==> config.mk <==
export PLATFORM = sky130hd
export DESIGN_NAME = core_memory_cycle_sequencer
export DESIGN_NICKNAME = d
export VERILOG_FILES = /design/src/rtl/core_seq_pkg.sv /design/src/rtl/core_memory_cycle_sequencer.sv
export SDC_FILE = /design/constraint.sdc
export NUM_CORES = 1
export LEC_CHECK = 0
export ABC_CLOCK_PERIOD_IN_PS = 1900
export BUFFER_PORTS_ARGS = -buffer_cell sky130_fd_sc_hd__buf_2
export CAP_MARGIN = 10
export CORE_MARGIN = 5
export CORE_UTILIZATION = 50
export CTS_CLUSTER_SIZE = 14
export DETAILED_ROUTE_END_ITERATION = 16
export HOLD_SLACK_MARGIN = 0.05
export PLACE_DENSITY = 0.87
export SETUP_SLACK_MARGIN = 0.4
export SKIP_CTS_REPAIR_TIMING = 1
export SLEW_MARGIN = 20
export SYNTH_ARGS = -nofsm -noshare
export SYNTH_HDL_FRONTEND = slang
export SYNTH_SLANG_ARGS = --single-unit
==> constraint.sdc <==
create_clock -name clk -period 1.9 [get_ports clk]
set_input_delay 0.095 -clock clk [delete_from_list [all_inputs] [get_ports clk]]
set_output_delay 0.095 -clock clk [all_outputs]
set_load 0.05 [all_outputs]
==> src/rtl/core_seq_pkg.sv <==
package core_seq_pkg;
   localparam int CLK_PERIOD_NS = 10;
   localparam int WORD_W = 36;
   localparam int HALF_W = 18;
   localparam int ADDR_W = 14;
   localparam int UNIT_W = 3;
   // Times in ns, from t0 except the write release, write portion and phase durations
   localparam int T_DATA_ON_NS = 350;
   localparam int T_DATA_OFF_NS = 800;
   localparam int T_READ_DONE_ON_NS = 450;
   localparam int T_READ_DONE_OFF_NS = 500;
   localparam int T_BUSY_ON_NS = 90;
   localparam int T_BUSY_OFF_NS = 800;
   localparam int T_CYCLE_DONE_ON_NS = 800;
   localparam int T_CYCLE_DONE_OFF_NS = 880;
   localparam int T_WRITE_RELEASE_NS = 30;
   localparam int T_WRITE_PORTION_NS = 450;
   localparam int T_PHASE_NS = 30;
   localparam int T_LATE_DATA_NS = 200;
   localparam int T_EARLY_DATA_NS = 150;
   // Cycle counts; onsets rounded up, ends rounded down
   localparam int C_DATA_ON = (T_DATA_ON_NS + CLK_PERIOD_NS - 1) / CLK_PERIOD_NS;
   localparam int C_DATA_OFF = T_DATA_OFF_NS / CLK_PERIOD_NS;
   localparam int C_RD_ON = (T_READ_DONE_ON_NS + CLK_PERIOD_NS - 1) / CLK_PERIOD_NS;
   localparam int C_RD_OFF = T_READ_DONE_OFF_NS / CLK_PERIOD_NS;
   localparam int C_BUSY_ON = (T_BUSY_ON_NS + CLK_PERIOD_NS - 1) / CLK_PERIOD_NS;
   localparam int C_BUSY_OFF = T_BUSY_OFF_NS / CLK_PERIOD_NS;
   localparam int C_CD_ON = (T_CYCLE_DONE_ON_NS + CLK_PERIOD_NS - 1) / CLK_PERIOD_NS;
   localparam int C_CD_OFF = T_CYCLE_DONE_OFF_NS / CLK_PERIOD_NS;
   localparam int C_REL = T_WRITE_RELEASE_NS / CLK_PERIOD_NS;
   localparam int C_WRITE = T_WRITE_PORTION_NS / CLK_PERIOD_NS;
   localparam int C_PHASE = T_PHASE_NS / CLK_PERIOD_NS;
   localparam int C_LATE_DATA = (T_LATE_DATA_NS + CLK_PERIOD_NS - 1) / CLK_PERIOD_NS;
   localparam int C_EARLY_DATA = T_EARLY_DATA_NS / CLK_PERIOD_NS;
   localparam int CNT_W = 8;
   typedef enum logic [2:0]
   {
      ST_IDLE = 3'b000,
      ST_SELECT = 3'b001,
      ST_READ = 3'b011,
      ST_WAIT_WR = 3'b010,
      ST_WRITE = 3'b110,
      ST_TAIL = 3'b111
   } seq_state_t;
endpackage

==> src/rtl/core_memory_cycle_sequencer.sv <==
module core_memory_cycle_sequencer
   import core_seq_pkg::*;
(
   input wire logic clk,
   input wire logic rst_n,
   input wire logic cycle_start_in_n,
   input wire logic write_phase_start_n,
   input wire logic split_mode_n,
   input wire logic full_word_write,
   input wire logic [3:0] byte_write_n,
   input wire logic byte_strobe_timing_sel_n,
   input wire logic late_write_data_sel_n,
   input wire logic capacity_sel_n,
   input wire logic output_clear_in_n,
   input wire logic retain_guard,
   input wire logic power_clear_n,
   input wire logic [ADDR_W-1:0] addr_in,
   input wire logic extra_addr_bit,
   input wire logic [UNIT_W-1:0] unit_addr_lines,
   input wire logic [UNIT_W-1:0] unit_switch,
   input wire logic [WORD_W-1:0] write_data_in,
   input wire logic [WORD_W-1:0] stored_word,
   output logic [WORD_W-1:0] read_word_lines,
   output logic read_word_oe,
   output logic cycle_done_strobe_n,
   output logic read_done_strobe_n,
   output logic cycle_active_flag_n,
   output logic [ADDR_W:0] latched_addr,
   output logic [WORD_W-1:0] core_write_word,
   output logic [3:0] core_write_en,
   output logic osc_phase
);
   import core_seq_pkg::*;

   localparam int SYNC_W = 11;

   ////////////////////////////////////////////////////////////////////
   // Two-stage input synchronisers
   logic [SYNC_W-1:0] async_in;
   logic [SYNC_W-1:0] meta_q;
   logic [SYNC_W-1:0] sync_q;
   assign async_in = {cycle_start_in_n, write_phase_start_n, split_mode_n,
                      full_word_write, byte_strobe_timing_sel_n, late_write_data_sel_n,
                      capacity_sel_n, output_clear_in_n, retain_guard, power_clear_n,
                      extra_addr_bit};
   always_ff @(posedge clk)
   begin
      if (!rst_n)
      begin
         meta_q <= '1;
         sync_q <= '1;
      end
      else
      begin
         meta_q <= async_in;
         sync_q <= meta_q;
      end
   end
   logic ci_n, wi_n, split_n, ww, bct_n, ldt_n, cap_n, clr_n, guard, pwr_n, a17;
   assign {ci_n, wi_n, split_n, ww, bct_n, ldt_n, cap_n, clr_n, guard, pwr_n, a17} = sync_q;

   logic [3:0] byte_meta_q, byte_sync_q;
   logic [ADDR_W-1:0] addr_meta_q, addr_sync_q;
   logic [UNIT_W-1:0] unit_meta_q, unit_sync_q;
   logic [WORD_W-1:0] din_meta_q, din_sync_q;
   always_ff @(posedge clk)
   begin
      byte_meta_q <= byte_write_n;
      byte_sync_q <= byte_meta_q;
      addr_meta_q <= addr_in;
      addr_sync_q <= addr_meta_q;
      unit_meta_q <= unit_addr_lines;
      unit_sync_q <= unit_meta_q;
      din_meta_q <= write_data_in;
      din_sync_q <= din_meta_q;
   end

   ////////////////////////////////////////////////////////////////////
   // Unit match; capacity strap moves the field up one bit
   function automatic logic unit_hit(input logic cap_low, input logic [ADDR_W-1:0] a,
                                     input logic [UNIT_W-1:0] u, input logic hi,
                                     input logic [UNIT_W-1:0] sw);
      logic [UNIT_W-1:0] field;
      field = cap_low ? {hi, u[UNIT_W-1:1]} : u;
      unit_hit = (field == sw);
   endfunction

   ////////////////////////////////////////////////////////////////////
   // State
   typedef struct packed
   {
      seq_state_t st;
      logic ci_prev;
      logic [CNT_W-1:0] t;
      logic [CNT_W-1:0] w;
      logic [1:0] ph;
      logic osc;
      logic hold;
      logic [ADDR_W:0] addr;
      logic [3:0] bytes;
      logic word_wr;
      logic split;
      logic [WORD_W-1:0] dout;
      logic oe;
      logic rel_pend;
      logic [CNT_W-1:0] rel_cnt;
      logic rd_n;
      logic cd_n;
      logic busy_n;
      logic [WORD_W-1:0] wdata;
      logic [WORD_W-1:0] din;
      logic [3:0] wen;
   } seq_t;

   seq_t s_q, s_d;
   logic ci_fall;
   logic [ADDR_W:0] live_addr;
   assign ci_fall = s_q.ci_prev && !ci_n;
   assign live_addr = cap_n ? {1'b0, addr_sync_q} : {a17, addr_sync_q};

   always_comb
   begin
      s_d = s_q;
      s_d.ci_prev = ci_n;
      if (!s_q.hold)
      begin
         s_d.addr = live_addr;
      end
      if (s_q.st != ST_IDLE && s_q.st != ST_WAIT_WR)
      begin
         // Gated oscillator: 30 ns phases only outside idle and the split write wait
         if (s_q.ph == 2'(C_PHASE - 1))
         begin
            s_d.ph = '0;
            s_d.osc = !s_q.osc;
         end
         else
         begin
            s_d.ph = s_q.ph + 2'd1;
         end
      end
      else
      begin
         s_d.ph = '0;
         s_d.osc = 1'b0;
      end
      if (s_q.st != ST_IDLE && s_q.t != '1)
      begin
         s_d.t = s_q.t + CNT_W'(1);
      end
      case (s_q.st)
         ST_IDLE:
         begin
            s_d.t = '0;
            s_d.hold = 1'b0;
            s_d.wen = '0;
            if (ci_fall && pwr_n && guard)
            begin
               s_d.st = ST_SELECT;
               s_d.t = CNT_W'(1);
               s_d.split = !split_n;
               s_d.word_wr = ww;
               s_d.bytes = byte_sync_q;
               s_d.hold = 1'b1;
            end
         end
         ST_SELECT:
         begin
            s_d.st = unit_hit(!cap_n, addr_sync_q, unit_sync_q, a17, unit_switch)
                     ? ST_READ : ST_IDLE;
         end
         ST_READ:
         begin
            if (s_q.t == (ldt_n ? CNT_W'(C_EARLY_DATA / 2)
                          : CNT_W'((C_LATE_DATA + C_DATA_ON) / 2)))
            begin
               s_d.din = din_sync_q;
            end
            if (s_q.t == CNT_W'(C_RD_ON - 1))
            begin
               if (s_q.split)
               begin
                  s_d.st = ST_WAIT_WR;
               end
               else
               begin
                  s_d.st = ST_WRITE;
                  s_d.w = '0;
               end
            end
         end
         ST_WAIT_WR:
         begin
            if (!wi_n)
            begin
               s_d.st = ST_WRITE;
               s_d.w = '0;
               s_d.rel_pend = 1'b1;
               s_d.rel_cnt = '0;
               if (bct_n)
               begin
                  s_d.bytes = byte_sync_q;
               end
            end
         end
         ST_WRITE:
         begin
            s_d.w = s_q.w + CNT_W'(1);
            if (s_q.w == '0)
            begin
               // Split takes data at write start, full from strap window
               s_d.wdata = stored_word;
               for (int b = 0; b < 4; b++)
               begin
                  if (!s_q.bytes[b] || !s_q.word_wr)
                  begin
                     s_d.wdata[b*9 +: 9] = s_q.split ? din_sync_q[b*9 +: 9] : s_q.din[b*9 +: 9];
                  end
               end
               s_d.wen = 4'hf;
            end
            if (s_q.w == CNT_W'(C_WRITE - 1))
            begin
               s_d.st = ST_TAIL;
               s_d.wen = '0;
            end
         end
         ST_TAIL:
         begin
            if (s_q.cd_n && s_q.busy_n)
            begin
               s_d.st = ST_IDLE;
               s_d.hold = 1'b0;
            end
         end
         default:
         begin
            s_d.st = ST_IDLE;
         end
      endcase
      // Status strobes from t0-relative count
      s_d.busy_n = !(s_q.st != ST_IDLE && s_q.t >= CNT_W'(C_BUSY_ON - 1)
                     && (s_q.split || s_q.t < CNT_W'(C_BUSY_OFF - 1)));
      if (s_q.split && s_q.st == ST_TAIL)
      begin
         s_d.busy_n = 1'b1;
      end
      s_d.rd_n = !(s_q.st != ST_IDLE && s_q.t >= CNT_W'(C_RD_ON - 1)
                   && s_q.t < CNT_W'(C_RD_OFF - 1));
      s_d.cd_n = !(s_q.st != ST_IDLE && !s_q.split && s_q.t >= CNT_W'(C_CD_ON - 1)
                   && s_q.t < CNT_W'(C_CD_OFF - 1));
      // Read word drive window
      if (s_q.st != ST_IDLE && s_q.t == CNT_W'(C_DATA_ON - 1) && s_q.word_wr)
      begin
         s_d.dout = stored_word;
         s_d.oe = 1'b1;
      end
      if (!s_q.split && s_q.t == CNT_W'(C_DATA_OFF - 1))
      begin
         s_d.oe = 1'b0;
      end
      if (s_q.rel_pend)
      begin
         s_d.rel_cnt = s_q.rel_cnt + CNT_W'(1);
         if (s_q.rel_cnt == CNT_W'(C_REL - 1))
         begin
            s_d.oe = 1'b0;
            s_d.rel_pend = 1'b0;
         end
      end
      if (!clr_n || s_q.st == ST_IDLE)
      begin
         s_d.oe = 1'b0;
      end
      if (!s_d.oe)
      begin
         s_d.dout = '0;
      end
   end

   always_ff @(posedge clk)
   begin
      if (!rst_n)
      begin
         s_q <= '{st: ST_IDLE, ci_prev: 1'b1, rd_n: 1'b1, cd_n: 1'b1, busy_n: 1'b1,
                  default: '0};
      end
      else
      begin
         s_q <= s_d;
      end
   end

   assign read_word_lines = s_q.dout;
   assign read_word_oe = s_q.oe;
   assign cycle_done_strobe_n = s_q.cd_n;
   assign read_done_strobe_n = s_q.rd_n;
   assign cycle_active_flag_n = s_q.busy_n;
   assign latched_addr = s_q.addr;
   assign core_write_word = s_q.wdata;
   assign core_write_en = s_q.wen;
   assign osc_phase = s_q.osc;

   ////////////////////////////////////////////////////////////////////
   // Checks
   a_busy_hold: assert property (@(posedge clk) disable iff (!rst_n)
      $fell(cycle_active_flag_n) && !s_q.split |-> !cycle_active_flag_n [*8])
      else $error("busy dropped early");
   a_read_done_len: assert property (@(posedge clk) disable iff (!rst_n)
      $fell(read_done_strobe_n) |-> !read_done_strobe_n [*5] ##1 read_done_strobe_n)
      else $error("read done width wrong");
   a_cycle_done_len: assert property (@(posedge clk) disable iff (!rst_n)
      $fell(cycle_done_strobe_n) |-> !cycle_done_strobe_n [*8] ##1 cycle_done_strobe_n)
      else $error("cycle done width wrong");
   a_clear_forces: assert property (@(posedge clk) disable iff (!rst_n)
      !clr_n |=> !read_word_oe)
      else $error("clear did not release data");
   a_no_start_pwr: assert property (@(posedge clk) disable iff (!rst_n)
      s_q.st == ST_IDLE && (!pwr_n || !guard) |=> s_q.st == ST_IDLE)
      else $error("cycle started while blocked");
   a_hold_latch: assert property (@(posedge clk) disable iff (!rst_n)
      s_q.hold && $past(s_q.hold) |-> $stable(latched_addr))
      else $error("address moved while held");
   a_split_waits: assert property (@(posedge clk) disable iff (!rst_n)
      s_q.st == ST_WAIT_WR && wi_n |=> s_q.st == ST_WAIT_WR)
      else $error("write started without request");
   a_full_auto: assert property (@(posedge clk) disable iff (!rst_n)
      s_q.st == ST_READ && !s_q.split |-> ##[1:60] s_q.st == ST_WRITE)
      else $error("write portion did not follow");
   a_release: assert property (@(posedge clk) disable iff (!rst_n)
      $rose(s_q.rel_pend) |-> ##[1:4] !read_word_oe)
      else $error("read word not released");
   a_osc_gate: assert property (@(posedge clk) disable iff (!rst_n)
      s_q.st == ST_IDLE |=> !osc_phase)
      else $error("oscillator ran while idle");
   c_full: cover property (@(posedge clk) disable iff (!rst_n)
      $fell(cycle_done_strobe_n));
   c_split: cover property (@(posedge clk) disable iff (!rst_n)
      s_q.st == ST_WAIT_WR ##1 s_q.st == ST_WRITE);
   c_clear: cover property (@(posedge clk) disable iff (!rst_n)
      read_word_oe ##1 !clr_n);
endmodule

==> flow_summary.toml <==
[clock_tree]
path_clk_slew_ns = 0.07
cts_sinks = 303
cts_tree = "yes"
cts_root_buffer = "clkbuf_16"
numCtsBuffers = 30
clockBufferDepth = 3
htreeDepth = 1
clkLatencyLatePin_ns = 0.55

[sta]
fin_skew_ns = 0.01321
timing.slew.headroom_pct = 54.45
fin_hold_ws_ns = 0.1874
fmax_ghz = 0.4682
layout_min_cycle_time_ns = 2.136
setup_ws_ns = -0.2359
grt_setup_unrepaired = "true"
setup-tns-final_ns = -6.080
finalCritPeriodShare_pct = 112.4
hold_violations = 0
slew_violations = 0
worstMarginPinSlew_ns = 0.6816
setup_viol = 42

[synth]
synthCells = 1111
yosys.area.top_type = "dfxtp_1"
yosysWarnings = 0
synth-edff-count = 0
post_synth.cell_area_avg_um2 = 10.09
syn_nets = 1228
ys_seq_area_share_pct = 54.13
yosysTopAreaCellShare_pct = 54.13
synth_area_um2 = 11210
ys_ff_latch = 303
synth_cell_types = 57
ys.flop_type = "dfxtp_1"
ys_top_cells_by_area = "dfxtp_1, mux2i_1, buf_4"
synthArstFlopShare_pct = 0

[grt]
grt_pass1_wl_um = 40610
grt_use_total_pct = 18.78
antenna_found_initial = 2
grt_max_degree = 74
grt_pass1_vias = 8104
grt_overflow = 0

[die]
fp.dieH_um = 159.7
io_pins = 205
die_w_um = 159.7
rows = 54
die_area_um2 = 25510
start_util_pct = 51.04
core_um2 = 21960

[critical_path]
arrival_ns = 2.59
r2r-start = "s_q[150]"
worstSetupEndpointType = "register"
crit_type = "register to register"
cp-startpoint = "s_q[150]"
required_ns = 2.35
critPathMaxStageDelay_ns = 0.47
crit_chain = "inv_2, ha_1, or4b_4, o2111ai_2, or3b_4, nor2_4, mux2i_2"
cp_slowest_cell = "or4b_4"
regToRegEndpoint = "s_q[126]"
r2r_slack_ns = -0.24
r2r_cells = 7
crit_fanout = 5
start_kind = "register"

[layout]
fin_area_um2 = 14500
area_delta_synth_final_pct = 29.34
drive_above_1_share_pct = 26.83
final_cells = 1646
final_cell_mix = "dfxtp_1, buf_2, nand2_1"
layout_commonest_cell = "dfxtp_1"
nets = 1459

[drt]
drt-pass1-iter-count = 7
wl_per_cell_um = 17.76
ant_nets = 0
viasPerCell = 5.255
routed_wl_um = 29230
drc = 0
drt_iter0_markers = 611
vias = 8650

[pwr]
p_clk_share_pct = 45.2
netSwitchingPower_mw = 3.129
cellPowerDensity_nw_per_um2 = 964.2
power.internal_mw = 10.85
p_seq_share_pct = 47.8
p_leak_nw = 6.197
pwr-share-comb_pct = 7.0
p_sw_share_pct = 22.39
max-vdd-ir-drop_mv = 1.089

[outcome]
violations = "setup timing"
outcome = "complete, but fails checks"

[worst_hold_path]
min_path_cells = 2
hp-start = "write_data_in[25]"
hold_class = "primary input to register"
hold_end = "din_meta_q[25]"

[placed_design]
routabilityCongestion = 0.8504
post_dp_cell_area_um2 = 12060
port_buffers = 204
hpwl_um = 16740
place_inst = 1476
post-place-ws_ns = -0.2219

[run]
maxCapViolCount = 0
==> metrics by stage <==
step | util [%] | power (mW)
detailed placement | 54.92 | 7.570
global placement | 54.92 | 7.545
floorplan | - | 7.336
global route | 66.01 | 14.47
CTS | 59.75 | 13.84
finish | 66.01 | 13.98
==> power groups by stage <==
stage                     Sequential [mW]  Clock (mW)  Combinational [mW]
after floorplan                      6.76           0               0.572
after global placement               6.81           0               0.734
after detailed placement             6.82           0               0.752
after CTS                            6.68        6.40               0.762
after global routing                 6.71        6.72                1.04
final                                6.68        6.32               0.972
==> cells in the mapped netlist, types with 3 or more instances <==
master,n
and2_1,5
clkbuf_1,43
nor2_1,29
buf_6,4
a21boi_1,30
nand4b_1,3
a31oi_1,3
a21oi_1,44
xor2_1,3
nand2b_1,25
buf_4,91
o211a_1,4
or2_2,4
xnor2_1,8
buf_8,3
ha_1,8
nor2b_1,55
buf_2,16
nand2_1,139
nor4_1,3
inv_1,8
o21a_1,4
nand4_1,8
dfxtp_1,303
nand3_1,50
o211ai_1,37
o21ai_0,22
a21boi_0,13
nor3_1,15
mux2i_1,91
and3_1,7
nand3b_1,5
==> sequential cells by signal (all words and copies together) (netlist names), 4 cells and up <==
signal and count:
addr_meta_q 14, addr_sync_q 14, byte_meta_q 4, byte_sync_q 4, core_write_word 36, din_meta_q 36
din_sync_q 36, latched_addr 15, meta_q 11, read_word_lines 36, s_q 74, sync_q 11
==> worst max-delay path: cells and delay by family, from the launching register on <==
family                   cells  cell delay [ns]
AO/OA/AOI/OAI                1             0.19
AND/OR/NAND/NOR              3             1.09
multiplexers                 1             0.26
buffers and inverters        1             0.05
flip-flops                   1             0.33
adder cells (fa/ha/maj)      1             0.13
==> metal layers <==
metal | GRT usage (%) | up-vias | wire, um
li1 | - | 4141 | -
met1 | 23.47 | 4069 | 11330
met2 | 32.26 | 369 | 15180
met3 | 4.433 | 71 | 1913
met4 | 5.838 | 0 | 801
met5 | 0 | - | 0
==> cells by family (layout without fill, tap and decap cells) <==
family          Yosys count  in the layout  share of synthesized area, %
compound gates          166            166                         9.803
simple gates            366            366                         16.84
mux                      91             91                         8.128
xor+xnor                 11             11                        0.8597
buf+inv                 166            419                         9.356
other cells               0              2                             0
fa+ha+maj                 8              8                        0.8932
flops                   303            303                         54.13
==> worst max-delay path by stage <==
stage	slack, ns	cells past startpoint	endpoint
5_1_grt	-0.33	10	core_write_word[9]
4_1_cts	-0.30	7	s_q[126]
3_3_place_gp	-0.12	7	s_q[167]
6_report	-0.24	7	s_q[126]
2_1_floorplan	-0.12	9	core_write_word[27]
3_5_place_dp	-0.22	9	core_write_word[20]
==> final cells by class <==
class | count | area, um2
well taps | 280 | 350.3
inverters | 8 | 30.03
fillers | 1535 | 7463
clock buffers | 39 | 845.8
repair buffers | 357 | 2648
clock inverters | 15 | 215.2
diodes | 2 | 5.005
flip-flops and latches | 303 | 6083
multi-input cells | 642 | 4318
Note: power is estimated with default switching activity, not from simulation.
